$ cat src/sac_pkg.sv
// Shared constants and types for the converter control and result block
package sac_pkg;

  // Register addresses on the special function register bus
  localparam logic [7:0] SAC_ADDR_MX = 8'hbb;    // input_channel_select
  localparam logic [7:0] SAC_ADDR_CF = 8'hbc;    // converter_config
  localparam logic [7:0] SAC_ADDR_RL = 8'hbd;    // result_low_byte
  localparam logic [7:0] SAC_ADDR_RH = 8'hbe;    // result_high_byte
  localparam logic [7:0] SAC_ADDR_CN = 8'he8;    // converter_control

  // Indirect gain register addresses, written through result_high_byte
  localparam logic [7:0] SAC_GAIN_HI = 8'h04;    // gain_high_byte
  localparam logic [7:0] SAC_GAIN_LO = 8'h07;    // gain_low_nibble
  localparam logic [7:0] SAC_GAIN_EX = 8'h08;    // gain_extra_step

  // Reset values
  localparam logic [7:0] SAC_MX_RESET = 8'h1f;
  localparam logic [7:0] SAC_CF_RESET = 8'hf8;
  localparam logic [7:0] SAC_CN_RESET = 8'h00;
  localparam logic [7:0] SAC_RES_RESET = 8'h00;
  localparam logic [7:0] SAC_GHI_RESET = 8'hfc;
  localparam logic [7:0] SAC_GLO_RESET = 8'h00;
  localparam logic [7:0] SAC_GEX_RESET = 8'h01;

  // converter_control bit positions
  localparam int SAC_CN_EN    = 7;
  localparam int SAC_CN_BURST = 6;
  localparam int SAC_CN_DONE  = 5;
  localparam int SAC_CN_BUSY  = 4;
  localparam int SAC_CN_WIN   = 3;
  localparam int SAC_CN_LJST  = 2;
  localparam int SAC_CN_CM_HI = 1;
  localparam int SAC_CN_CM_LO = 0;

  // converter_config field positions
  localparam int SAC_CF_DIV_HI = 7;
  localparam int SAC_CF_DIV_LO = 3;
  localparam int SAC_CF_RPT_HI = 2;
  localparam int SAC_CF_RPT_LO = 1;
  localparam int SAC_CF_GAIN_PROGRAM_ENABLE = 0;

  // Gain field positions
  localparam int SAC_GLO_HI = 7;
  localparam int SAC_GLO_LO = 4;
  localparam int SAC_GEX_BIT = 0;

  // Input select codes
  localparam logic [4:0] SAC_SEL_TEMP   = 5'h18;
  localparam logic [4:0] SAC_SEL_SUPPLY = 5'h19;
  localparam logic [4:0] SAC_SEL_GND_LO = 5'h1a;

  // Start sources
  localparam logic [1:0] SAC_CM_SOFT   = 2'h0;
  localparam logic [1:0] SAC_CM_TIMER1 = 2'h1;
  localparam logic [1:0] SAC_CM_PIN    = 2'h2;
  localparam logic [1:0] SAC_CM_TIMER2 = 2'h3;

  // Last index of each accumulation series (1, 4, 8, 16 conversions)
  localparam logic [3:0] SAC_RPT1_LAST  = 4'h0;
  localparam logic [3:0] SAC_RPT4_LAST  = 4'h3;
  localparam logic [3:0] SAC_RPT8_LAST  = 4'h7;
  localparam logic [3:0] SAC_RPT16_LAST = 4'hf;

  // Conversion clocks per conversion, last count index
  localparam logic [3:0] SAC_SAR_LAST = 4'hc;

  // Extra gain step in units of 1/4096 (one sixty-fourth)
  localparam logic [12:0] SAC_EXTRA_UNITS = 13'h0040;

  // Sequencer states
  typedef enum logic [0:0] {SAC_IDLE, SAC_CONVERT} sac_state_t;

endpackage

$ cat src/sac_core_if.sv
// Internal carrier between controller, clock divider and accumulator
`timescale 1ns/100ps
`default_nettype none
interface sac_core_if;
  logic        run;           // Conversion in progress
  logic [4:0]  divider;       // Conversion clock divider field
  logic        burst;         // Burst oscillator feeds the divider
  logic        tick;          // One conversion clock period elapsed
  logic        sample_valid;  // Result of one conversion ready
  logic [11:0] sample;        // Raw 12-bit code
  logic        abort;         // Discard a partial series
  logic [1:0]  repeat_sel;    // Repeat field
  logic        left_just;     // Justification select
  logic        series_end;    // Last conversion of a series
  logic        wr_hi;         // Software write to result high byte
  logic        wr_lo;         // Software write to result low byte
  logic [7:0]  wdata;         // Software write data
  logic [7:0]  res_hi;        // Formatted high byte
  logic [7:0]  res_lo;        // Formatted low byte
  logic [15:0] result_word;   // Raw accumulated result

  modport ctl (output run, divider, burst, sample_valid, sample, abort, repeat_sel,
               left_just, wr_hi, wr_lo, wdata,
               input tick, series_end, res_hi, res_lo, result_word);
  modport div (input run, divider, burst, output tick);
  modport acc (input sample_valid, sample, abort, repeat_sel, left_just, wr_hi, wr_lo,
               wdata, output series_end, res_hi, res_lo, result_word);
endinterface
`default_nettype wire

$ cat src/sac_clk_div.sv
// Conversion clock divider from the functional clock, or from burst oscillator edges in burst mode
`timescale 1ns/100ps
`default_nettype none
module sac_clk_div (
  input  wire logic core_clk,
  input  wire logic sys_rst,
  input  wire logic burst_osc,
  sac_core_if.div   cif
);

  // Divider state
  typedef struct packed {
    logic       osc_s1;   // Synchroniser first stage
    logic       osc_s2;   // Synchroniser second stage
    logic       osc_prev; // Previous synchronised level
    logic [4:0] cnt;      // Functional clock count
    logic       tick;     // Registered conversion clock tick
  } sac_div_t;

  localparam sac_div_t SAC_DIV_RESET = '0;

  sac_div_t st;
  sac_div_t next_st;
  logic     functional_clock_tick;

  //////////////////////////////////////////////////////////////////////////////
  // Next state
  always_comb begin
    next_st        = st;
    next_st.osc_s1 = burst_osc;
    next_st.osc_s2 = st.osc_s1;
    next_st.osc_prev = st.osc_s2;
    next_st.tick   = 1'b0;
    functional_clock_tick = cif.burst ? (st.osc_s2 & ~st.osc_prev) : 1'b1;
    if (!cif.run) begin
      next_st.cnt = 5'h00;
    end else if (functional_clock_tick) begin
      if (st.cnt == cif.divider) begin
        next_st.cnt  = 5'h00;
        next_st.tick = 1'b1;
      end else begin
        next_st.cnt = st.cnt + 5'h01;
      end
    end
  end

  // State register
  always_ff @(posedge core_clk) begin
    if (sys_rst) begin
      st <= SAC_DIV_RESET;
    end else begin
      st <= next_st;
    end
  end

  assign cif.tick = st.tick;

endmodule
`default_nettype wire

$ cat src/sac_accum.sv
// Accumulator and result justification
`timescale 1ns/100ps
`default_nettype none
module sac_accum (
  input  wire logic core_clk,
  input  wire logic sys_rst,
  sac_core_if.acc   cif
);

  // Accumulator state
  typedef struct packed {
    logic [3:0]  cnt;     // Conversions taken in this series
    logic [15:0] sum;     // Running sum
    logic [15:0] result;  // Result register
  } sac_acc_t;

  localparam sac_acc_t SAC_ACC_RESET = '0;

  sac_acc_t    st;
  sac_acc_t    next_st;
  logic [3:0]  last;
  logic [15:0] sum_in;

  //////////////////////////////////////////////////////////////////////////////
  // Series length and summing
  always_comb begin
    case (cif.repeat_sel)
      2'h0:    last = sac_pkg::SAC_RPT1_LAST;
      2'h1:    last = sac_pkg::SAC_RPT4_LAST;
      2'h2:    last = sac_pkg::SAC_RPT8_LAST;
      default: last = sac_pkg::SAC_RPT16_LAST;
    endcase
    sum_in  = ((st.cnt == 4'h0) ? 16'h0000 : st.sum) + {4'h0, cif.sample};
    next_st = st;
    if (cif.abort) begin
      next_st.cnt = 4'h0;
    end else if (cif.sample_valid) begin
      if (st.cnt == last) begin
        next_st.result = sum_in;
        next_st.cnt    = 4'h0;
      end else begin
        next_st.sum = sum_in;
        next_st.cnt = st.cnt + 4'h1;
      end
    end
    // Software result writes, also taken while the converter is shut down
    if (cif.wr_hi && !cif.sample_valid) begin
      next_st.result[15:8] = cif.wdata;
    end
    if (cif.wr_lo && !cif.sample_valid) begin
      next_st.result[7:0] = cif.wdata;
    end
  end

  // State register
  always_ff @(posedge core_clk) begin
    if (sys_rst) begin
      st <= SAC_ACC_RESET;
    end else begin
      st <= next_st;
    end
  end

  //////////////////////////////////////////////////////////////////////////////
  // Outputs
  always_comb begin
    cif.series_end  = cif.sample_valid & ~cif.abort & (st.cnt == last);
    cif.result_word = st.result;
    if (cif.left_just) begin
      cif.res_hi = st.result[11:4];
      cif.res_lo = {st.result[3:0], 4'h0};
    end else begin
      cif.res_hi = st.result[15:8];
      cif.res_lo = st.result[7:0];
    end
  end

endmodule
`default_nettype wire

$ cat src/sac_control.sv
// Converter control registers, start sequencing and gain programming
`timescale 1ns/100ps
`default_nettype none
module sac_control (
  input  wire logic        core_clk,
  input  wire logic        sys_rst,
  input  wire logic [7:0]  sfr_addr,
  input  wire logic        sfr_wr,
  input  wire logic        sfr_rd,
  input  wire logic [7:0]  sfr_wdata,
  output logic      [7:0]  sfr_rdata,
  input  wire logic        timer1_overflow,
  input  wire logic        timer2_overflow,
  input  wire logic        external_start_pin,
  input  wire logic        burst_osc,
  input  wire logic [11:0] sar_result,
  input  wire logic        window_match,
  output logic      [4:0]  input_select_field,
  output logic             mux_port_en,
  output logic             mux_temp_en,
  output logic             mux_supply_en,
  output logic             mux_ground_en,
  output logic             converter_enable,
  output logic             conversion_clock,
  output logic             sar_sample_start,
  output logic             conversion_busy,
  output logic             conversion_done_interrupt,
  output logic             window_compare_interrupt,
  output logic      [15:0] result_word,
  output logic      [11:0] gain_word,
  output logic             extra_gain_bit,
  output logic      [12:0] gain_units
);

  //////////////////////////////////////////////////////////////////////////////
  // Controller state
  typedef struct packed {
    logic [4:0]         mx;         // Input select field
    logic [4:0]         div;        // Conversion clock divider
    logic [1:0]         rpt;        // Repeat field
    logic               gain_en;    // Gain programming enable
    logic               en;         // Converter enable
    logic               burst;      // Burst mode enable
    logic               done;       // Conversion done flag
    logic               wflag;      // Window match flag
    logic               ljst;       // Left justify select
    logic [1:0]         cm;         // Start source select
    sac_pkg::sac_state_t state;     // Sequencer state
    logic [3:0]         sar_cnt;    // Conversion clocks in this conversion
    logic [7:0]         gain_addr;  // Selected gain register
    logic [7:0]         gain_hi;    // Gain word upper byte
    logic [3:0]         gain_lo;    // Gain word lower nibble
    logic               gain_add;   // Extra gain bit
    logic               ext_s1;     // Start pin synchroniser first stage
    logic               ext_s2;     // Start pin synchroniser second stage
    logic               ext_prev;   // Previous synchronised level
    logic               start_p;    // Registered conversion start pulse
  } sac_ctl_t;

  localparam sac_ctl_t SAC_CTL_RESET = '{
    mx:        sac_pkg::SAC_MX_RESET[4:0],
    div:       sac_pkg::SAC_CF_RESET[7:3],
    rpt:       sac_pkg::SAC_CF_RESET[2:1],
    gain_en:   sac_pkg::SAC_CF_RESET[0],
    en:        sac_pkg::SAC_CN_RESET[7],
    burst:     sac_pkg::SAC_CN_RESET[6],
    done:      sac_pkg::SAC_CN_RESET[5],
    wflag:     sac_pkg::SAC_CN_RESET[3],
    ljst:      sac_pkg::SAC_CN_RESET[2],
    cm:        sac_pkg::SAC_CN_RESET[1:0],
    state:     sac_pkg::SAC_IDLE,
    sar_cnt:   4'h0,
    gain_addr: 8'h00,
    gain_hi:   sac_pkg::SAC_GHI_RESET,
    gain_lo:   sac_pkg::SAC_GLO_RESET[7:4],
    gain_add:  sac_pkg::SAC_GEX_RESET[0],
    ext_s1:    1'b0,
    ext_s2:    1'b0,
    ext_prev:  1'b0,
    start_p:   1'b0
  };

  sac_ctl_t st;       // Current state
  sac_ctl_t next_st;  // Next state

  logic wr_mx;        // Write strobes per register
  logic wr_cf;
  logic wr_cn;
  logic wr_rh;
  logic wr_rl;
  logic ext_rise;     // Synchronised start pin rising edge
  logic start_evt;    // Selected start source fired
  logic conv_end;     // Last conversion clock of a conversion

  sac_core_if cif ();

  //////////////////////////////////////////////////////////////////////////////
  // Sub-blocks
  sac_clk_div u_div (
    .core_clk  (core_clk),
    .sys_rst   (sys_rst),
    .burst_osc (burst_osc),
    .cif       (cif.div)
  );

  sac_accum u_acc (
    .core_clk (core_clk),
    .sys_rst  (sys_rst),
    .cif      (cif.acc)
  );

  //////////////////////////////////////////////////////////////////////////////
  // Write decode
  always_comb begin
    wr_mx = sfr_wr & (sfr_addr == sac_pkg::SAC_ADDR_MX);
    wr_cf = sfr_wr & (sfr_addr == sac_pkg::SAC_ADDR_CF);
    wr_cn = sfr_wr & (sfr_addr == sac_pkg::SAC_ADDR_CN);
    wr_rh = sfr_wr & (sfr_addr == sac_pkg::SAC_ADDR_RH);
    wr_rl = sfr_wr & (sfr_addr == sac_pkg::SAC_ADDR_RL);
  end

  // Start source selection
  always_comb begin
    ext_rise = st.ext_s2 & ~st.ext_prev;
    case (st.cm)
      // busy write one in software mode
      sac_pkg::SAC_CM_SOFT:   start_evt = wr_cn & sfr_wdata[sac_pkg::SAC_CN_BUSY];
      sac_pkg::SAC_CM_TIMER1: start_evt = timer1_overflow;
      sac_pkg::SAC_CM_PIN:    start_evt = ext_rise;
      sac_pkg::SAC_CM_TIMER2: start_evt = timer2_overflow;
      default:                start_evt = 1'b0;
    endcase
    conv_end = (st.state == sac_pkg::SAC_CONVERT) & cif.tick
             & (st.sar_cnt == sac_pkg::SAC_SAR_LAST);
  end

  //////////////////////////////////////////////////////////////////////////////
  // Next state
  always_comb begin
    next_st          = st;
    next_st.ext_s1   = external_start_pin;
    next_st.ext_s2   = st.ext_s1;
    next_st.ext_prev = st.ext_s2;
    next_st.start_p  = 1'b0;

    // Channel select, upper bits dropped
    if (wr_mx) begin
      next_st.mx = sfr_wdata[4:0];
    end
    // Configuration register
    if (wr_cf) begin
      next_st.div     = sfr_wdata[sac_pkg::SAC_CF_DIV_HI:sac_pkg::SAC_CF_DIV_LO];
      next_st.rpt     = sfr_wdata[sac_pkg::SAC_CF_RPT_HI:sac_pkg::SAC_CF_RPT_LO];
      next_st.gain_en = sfr_wdata[sac_pkg::SAC_CF_GAIN_PROGRAM_ENABLE];
    end
    // Control register, flags written as plain bits
    if (wr_cn) begin
      next_st.en    = sfr_wdata[sac_pkg::SAC_CN_EN];
      next_st.burst = sfr_wdata[sac_pkg::SAC_CN_BURST];
      next_st.done  = sfr_wdata[sac_pkg::SAC_CN_DONE];
      next_st.wflag = sfr_wdata[sac_pkg::SAC_CN_WIN];
      next_st.ljst  = sfr_wdata[sac_pkg::SAC_CN_LJST];
      next_st.cm    = sfr_wdata[sac_pkg::SAC_CN_CM_HI:sac_pkg::SAC_CN_CM_LO];
    end

    // Indirect gain programming
    if (st.gain_en) begin
      // high byte write selects gain address
      if (wr_rh) begin
        next_st.gain_addr = sfr_wdata;
      end
      // low byte write loads gain register
      if (wr_rl) begin
        case (st.gain_addr)
          sac_pkg::SAC_GAIN_HI: next_st.gain_hi = sfr_wdata;
          sac_pkg::SAC_GAIN_LO:
            next_st.gain_lo = sfr_wdata[sac_pkg::SAC_GLO_HI:sac_pkg::SAC_GLO_LO];
          sac_pkg::SAC_GAIN_EX: next_st.gain_add = sfr_wdata[sac_pkg::SAC_GEX_BIT];
          default: ;
        endcase
      end
    end

    // Conversion sequencer
    case (st.state)
      sac_pkg::SAC_IDLE: begin
        next_st.sar_cnt = 4'h0;
        if (st.en && start_evt) begin
          next_st.state   = sac_pkg::SAC_CONVERT;
          next_st.start_p = 1'b1;
        end
      end
      sac_pkg::SAC_CONVERT: begin
        if (!st.en) begin
          // Shutdown abandons the conversion
          next_st.state = sac_pkg::SAC_IDLE;
        end else if (conv_end) begin
          next_st.sar_cnt = 4'h0;
          if (st.burst && !cif.series_end) begin
            next_st.start_p = 1'b1;
          end else begin
            next_st.state = sac_pkg::SAC_IDLE;
          end
        end else if (cif.tick) begin
          next_st.sar_cnt = st.sar_cnt + 4'h1;
        end
      end
      default: begin
        next_st.state = sac_pkg::SAC_IDLE;
      end
    endcase

    // done flag on the busy fall that ends a series, set wins
    if (conv_end && cif.series_end) begin
      next_st.done = 1'b1;
    end
    // window flag set by hardware or by a control write, hardware set wins
    if (window_match) begin
      next_st.wflag = 1'b1;
    end
  end

  // State register
  always_ff @(posedge core_clk) begin
    if (sys_rst) begin
      st <= SAC_CTL_RESET;
    end else begin
      st <= next_st;
    end
  end

  //////////////////////////////////////////////////////////////////////////////
  // Carrier drive
  always_comb begin
    cif.run          = (st.state == sac_pkg::SAC_CONVERT);
    cif.divider      = st.div;
    cif.burst        = st.burst;
    // Result sampled on the last conversion clock
    cif.sample_valid = conv_end & st.en;
    cif.sample       = sar_result;
    cif.abort        = ~st.en;
    cif.repeat_sel   = st.rpt;
    cif.left_just    = st.ljst;
    // Result bytes writable only outside gain programming
    cif.wr_hi        = wr_rh & ~st.gain_en;
    cif.wr_lo        = wr_rl & ~st.gain_en;
    cif.wdata        = sfr_wdata;
  end

  //////////////////////////////////////////////////////////////////////////////
  // Register read mux
  always_comb begin
    sfr_rdata = 8'h00;
    if (sfr_rd) begin
      case (sfr_addr)
        sac_pkg::SAC_ADDR_MX: sfr_rdata = {3'h0, st.mx};
        sac_pkg::SAC_ADDR_CF: sfr_rdata = {st.div, st.rpt, st.gain_en};
        sac_pkg::SAC_ADDR_RL: sfr_rdata = cif.res_lo;
        sac_pkg::SAC_ADDR_RH: sfr_rdata = cif.res_hi;
        sac_pkg::SAC_ADDR_CN: sfr_rdata = {st.en, st.burst, st.done, cif.run,
                                           st.wflag, st.ljst, st.cm};
        // gain registers have no read path
        default:              sfr_rdata = 8'h00;
      endcase
    end
  end

  //////////////////////////////////////////////////////////////////////////////
  // Analog side outputs
  always_comb begin
    input_select_field = st.mx;
    mux_port_en   = ~st.mx[4];
    mux_temp_en   = (st.mx == sac_pkg::SAC_SEL_TEMP);
    mux_supply_en = (st.mx == sac_pkg::SAC_SEL_SUPPLY);
    mux_ground_en = (st.mx >= sac_pkg::SAC_SEL_GND_LO);
    converter_enable          = st.en;
    conversion_clock          = cif.tick;
    sar_sample_start          = st.start_p;
    conversion_busy           = cif.run;
    conversion_done_interrupt = st.done;
    window_compare_interrupt  = st.wflag;
    result_word               = cif.result_word;
    gain_word      = {st.gain_hi, st.gain_lo};
    extra_gain_bit = st.gain_add;
    gain_units = {1'b0, gain_word} + (st.gain_add ? sac_pkg::SAC_EXTRA_UNITS : 13'h0000);
  end

endmodule
`default_nettype wire

$ cat config.mk
export PLATFORM = sky130hd
export DESIGN_NAME = sac_control
export DESIGN_NICKNAME = d
export VERILOG_FILES = /design/src/sac_pkg.sv /design/src/sac_core_if.sv /design/src/sac_clk_div.sv /design/src/sac_accum.sv /design/src/sac_control.sv
export SDC_FILE = /design/constraint.sdc
export NUM_CORES = 1
export LEC_CHECK = 0
export ABC_AREA = 1
export CAP_MARGIN = 40
export CELL_PAD_IN_SITES_DETAIL_PLACEMENT = 0
export CELL_PAD_IN_SITES_GLOBAL_PLACEMENT = 1
export CORE_MARGIN = 2
export CORE_UTILIZATION = 45
export DETAILED_ROUTE_END_ITERATION = 16
export DONT_BUFFER_PORTS = 1
export GPL_TIMING_DRIVEN = 0
export PLACE_DENSITY = 0.88
export REMOVE_ABC_BUFFERS = 1
export SLEW_MARGIN = 10
export SYNTH_ARGS = -nofsm -noshare
export SYNTH_HDL_FRONTEND = slang
export SYNTH_SLANG_ARGS = --single-unit
$ cat constraint.sdc
create_clock -name core_clk -period 3.3 [get_ports core_clk]
set_input_delay 0.495 -clock core_clk [delete_from_list [all_inputs] [get_ports core_clk]]
set_output_delay 0.495 -clock core_clk [all_outputs]
set_load 0.03 [all_outputs]
==> results.json <==
{
  "drt-pass1-iter-count": 5,
  "postSynthCellCount": 856,
  "post_synth_num_cell_types": 47,
  "netlist.area_leader.share": 0.328,
  "min-delay-path-class": "input port to flop",
  "grt_first_pass_wirelength_um": 24600,
  "grt_setup_unrepaired": "no",
  "synth-edff-count": 0,
  "maxClockFrequency_mhz": 335,
  "yosys-top-cells-count": "sky130_fd_sc_hd__nand2_1 (205), sky130_fd_sc_hd__inv_1 (114), sky130_fd_sc_hd__dfxtp_1 (95)",
  "die_area_um2": 13800,
  "nNetsFinal": 876,
  "cp_data_required_time_ps": 3540,
  "yosys-top-cells-area": "sky130_fd_sc_hd__dfxtp_1 (33%), sky130_fd_sc_hd__nand2_1 (13%), sky130_fd_sc_hd__inv_1 (7.4%)",
  "route.detailed.vias_per_inst": 5.10,
  "largest_net_degree_at_the_start_of_global_routing": 51,
  "reg2reg_depth": 16,
  "timing.clock.skew_ps": 8.43,
  "drv_slew": 0,
  "async_reset_ff_frac": 0,
  "clock_insertion_delay_worst_skew_ps": 340,
  "path_clk_slew_ps": 60,
  "timing.hold.worst_path_depth": 1,
  "ys.flop_type": "sky130_fd_sc_hd__dfxtp_1",
  "die_w_um": 117,
  "synthesis.area_per_instance_um2": 6.77,
  "number_of_global_route_vias_before_repair": 4741,
  "dr.first_iter.drc_count": 407,
  "synth_seq_cells": 95,
  "cap_viol_max_count": 0,
  "cts_hold_repair.buffers": 0,
  "drc": 0,
  "synth_seq_area_share": 0.328,
  "detail-route-antenna-nets": 0,
  "timing.reg2reg.setup_slack_ps": 310,
  "antenna_cells_inserted": 0,
  "outcome": "finished, final reports clean",
  "grt_usage": 0.220,
  "slew-limit-headroom": 0.436,
  "register_area_um2": 1900,
  "die_h_um": 117,
  "tightest_slew_ps": 848,
  "cts_made_buffers": 9,
  "p_leak_nw": 2.72,
  "placementRows": 41,
  "worst-endpoint-arrival_ps": 3220,
  "final_instance_count_without_filler_cells": 996,
  "critPathCaptureType": "flop",
  "multi_input_comb_area_um2": 3020,
  "wl_um": 15300,
  "min_period_ps": 2990,
  "setup_viol": 0,
  "grt.overflow.total": 0,
  "boundary_pins": 102,
  "place.port_buffers": 0,
  "tritoncts_clock_tree": "yes",
  "pwr_density_cell_nw_per_um2": 386,
  "number_of_vias_in_the_routed_layout": 5078,
  "ir_worst_vdd_mv": 0.196,
  "totalNegativeSetupSlack_ps": 0,
  "mapped_area_um2": 5790,
  "cell_with_the_most_instances_after_synthesis": "sky130_fd_sc_hd__nand2_1",
  "postLayoutCoreUtil": 0.477,
  "worstReg2RegEnd": "u_acc.st[28]",
  "hpwl_detailed_um": 11400,
  "final-hold-violation-count": 0,
  "clock_tree.root_cell": "sky130_fd_sc_hd__clkbuf_16",
  "holdCritStartpoint": "sys_rst",
  "cts_num_sinks": 95,
  "yosysWarningCount": 0,
  "antenna_found_initial": 0,
  "core_region_area_um2": 12600,
  "regToRegStartpoint": "u_acc.st[32]",
  "hold_path_end": "gain_word[2]",
  "max-clock-path-buffers": 2,
  "dpl-instance-area_um2": 5650,
  "netlist.top_cell.by_area": "sky130_fd_sc_hd__dfxtp_1",
  "min_period_over_period": 0.905,
  "drive_above_1_share": 0.0777,
  "wire_per_inst_um": 15.3,
  "placed_cells": 976,
  "worstSetupPathType": "flop to flop",
  "worst-path-max-fanout": 7,
  "final_cell_area_um2": 5990,
  "area.growth.synth_to_final_pct": 3.48,
  "worstSetupStartpointType": "flop",
  "htree_levels": 3,
  "filler_cell_count": 1296,
  "gp_congestion": 0.905,
  "starting_density": 0.461
}
## registers in the layout, summed over array words and instances (netlist names), 2 cells and up
signal,flops
cif.divider,5
cif.repeat_sel,2
gain_word,12
input_select_field,5
next_st,2
st,16
u_acc.cif.result_word,16
u_acc.st,20
u_div.next_st,2
u_div.st,6
## layer usage
layer  global-route usage  vias to the layer above  routed length, µm
li1                     -                     2648                  -
met1                0.284                     2279               7040
met2                0.370                      135               6970
met3               0.0596                       16               1060
met4               0.0489                        0                180
met5                    0                        -                  0
## worst max path at each step
stage                 startpoint                  endpoint  depth (start not counted)
floorplan           u_acc.st[32]  u_acc.cif.result_word[8]                         17
global placement    u_acc.st[32]              u_acc.st[28]                         16
detailed placement  u_acc.st[32]              u_acc.st[28]                         16
CTS                 u_acc.st[32]              u_acc.st[28]                         16
global route        u_acc.st[32]              u_acc.st[30]                         16
finish              u_acc.st[32]              u_acc.st[28]                         16
## layout make-up
class | instances | share of cell area
Clock inverter | 3 | 0.00668
Clock buffer | 13 | 0.0451
Inverter | 122 | 0.0791
Timing Repair Buffer | 9 | 0.0117
Tap cell | 172 | 0.0359
Sequential cell | 95 | 0.317
Multi-Input combinational cell | 582 | 0.504
## critical path: stages (launching register included)
cell and delay, ps:
sky130_fd_sc_hd__dfxtp_1 380, sky130_fd_sc_hd__inv_1 100, sky130_fd_sc_hd__ha_1 200, sky130_fd_sc_hd__nand2_1 260, sky130_fd_sc_hd__clkinvlp_4 260, sky130_fd_sc_hd__nor2_1 140
sky130_fd_sc_hd__ha_1 200, sky130_fd_sc_hd__fa_1 220, sky130_fd_sc_hd__nand2_1 80, sky130_fd_sc_hd__a21oi_1 320, sky130_fd_sc_hd__nand3_1 190, sky130_fd_sc_hd__nand3_1 190
sky130_fd_sc_hd__nand2_1 100, sky130_fd_sc_hd__nand2_1 70, sky130_fd_sc_hd__nand2_1 50, sky130_fd_sc_hd__o211ai_1 80, sky130_fd_sc_hd__inv_1 50
## metrics by stage
stage / setup slack, ps / hold WS (ps) / total power [mW]
after CTS: 328 / 205 / 2.33
after global placement: 340 / 390 / 1.26
after global routing: 18.3 / 205 / 2.38
after detailed placement: 337 / 393 / 1.26
after floorplan: 910 / 388 / 1.24
final: 312 / 217 / 2.31
## timing repair
action,4_1_cts,5_1_grt
resized for setup,0,1
endpoints found under the setup margin,0,2
buffers inserted,0,3
## kinds of logic after synthesis
| logic type | share of synthesized area |
|---|---|
| xor gates and xnor gates | 0.0318 |
| and+or+nand+nor | 0.305 |
| adders and majority gates | 0.0445 |
| DFF | 0.328 |
| AOI/OAI and AO/OA | 0.141 |
| buffers and inverters | 0.150 |
## layout by cell type (no fill, tap or decap), types with 5 or more instances in the layout
| cell | Yosys | routed |
|---|---|---|
| sky130_fd_sc_hd__clkbuf_16 | 0 | 9 |
| sky130_fd_sc_hd__nand2_2 | 5 | 5 |
| sky130_fd_sc_hd__ha_1 | 19 | 19 |
| sky130_fd_sc_hd__dfxtp_1 | 95 | 95 |
| sky130_fd_sc_hd__o21ai_1 | 6 | 6 |
| sky130_fd_sc_hd__inv_1 | 114 | 112 |
| sky130_fd_sc_hd__nor3_1 | 9 | 9 |
| sky130_fd_sc_hd__o211ai_1 | 7 | 7 |
| sky130_fd_sc_hd__o21ai_0 | 52 | 52 |
| sky130_fd_sc_hd__nand2_1 | 205 | 205 |
| sky130_fd_sc_hd__nand4_1 | 9 | 9 |
| sky130_fd_sc_hd__a21oi_1 | 64 | 64 |
| sky130_fd_sc_hd__xor2_1 | 17 | 17 |
| sky130_fd_sc_hd__nor2_2 | 5 | 5 |
| sky130_fd_sc_hd__nor2_1 | 79 | 79 |
| sky130_fd_sc_hd__nand3_1 | 55 | 55 |
| sky130_fd_sc_hd__nand3_2 | 5 | 5 |
## power breakdown
| group | total, mW | internal [mW] | switching (mW) |
|---|---|---|---|
| logic | 0.0764 | 0.0245 | 0.0519 |
| clock network | 1.08 | 0.647 | 0.435 |
| registers | 1.16 | 1.15 | 0.00579 |
| total | 2.31 | 1.82 | 0.492 |
Note: power is estimated with default switching activity, not from simulation.
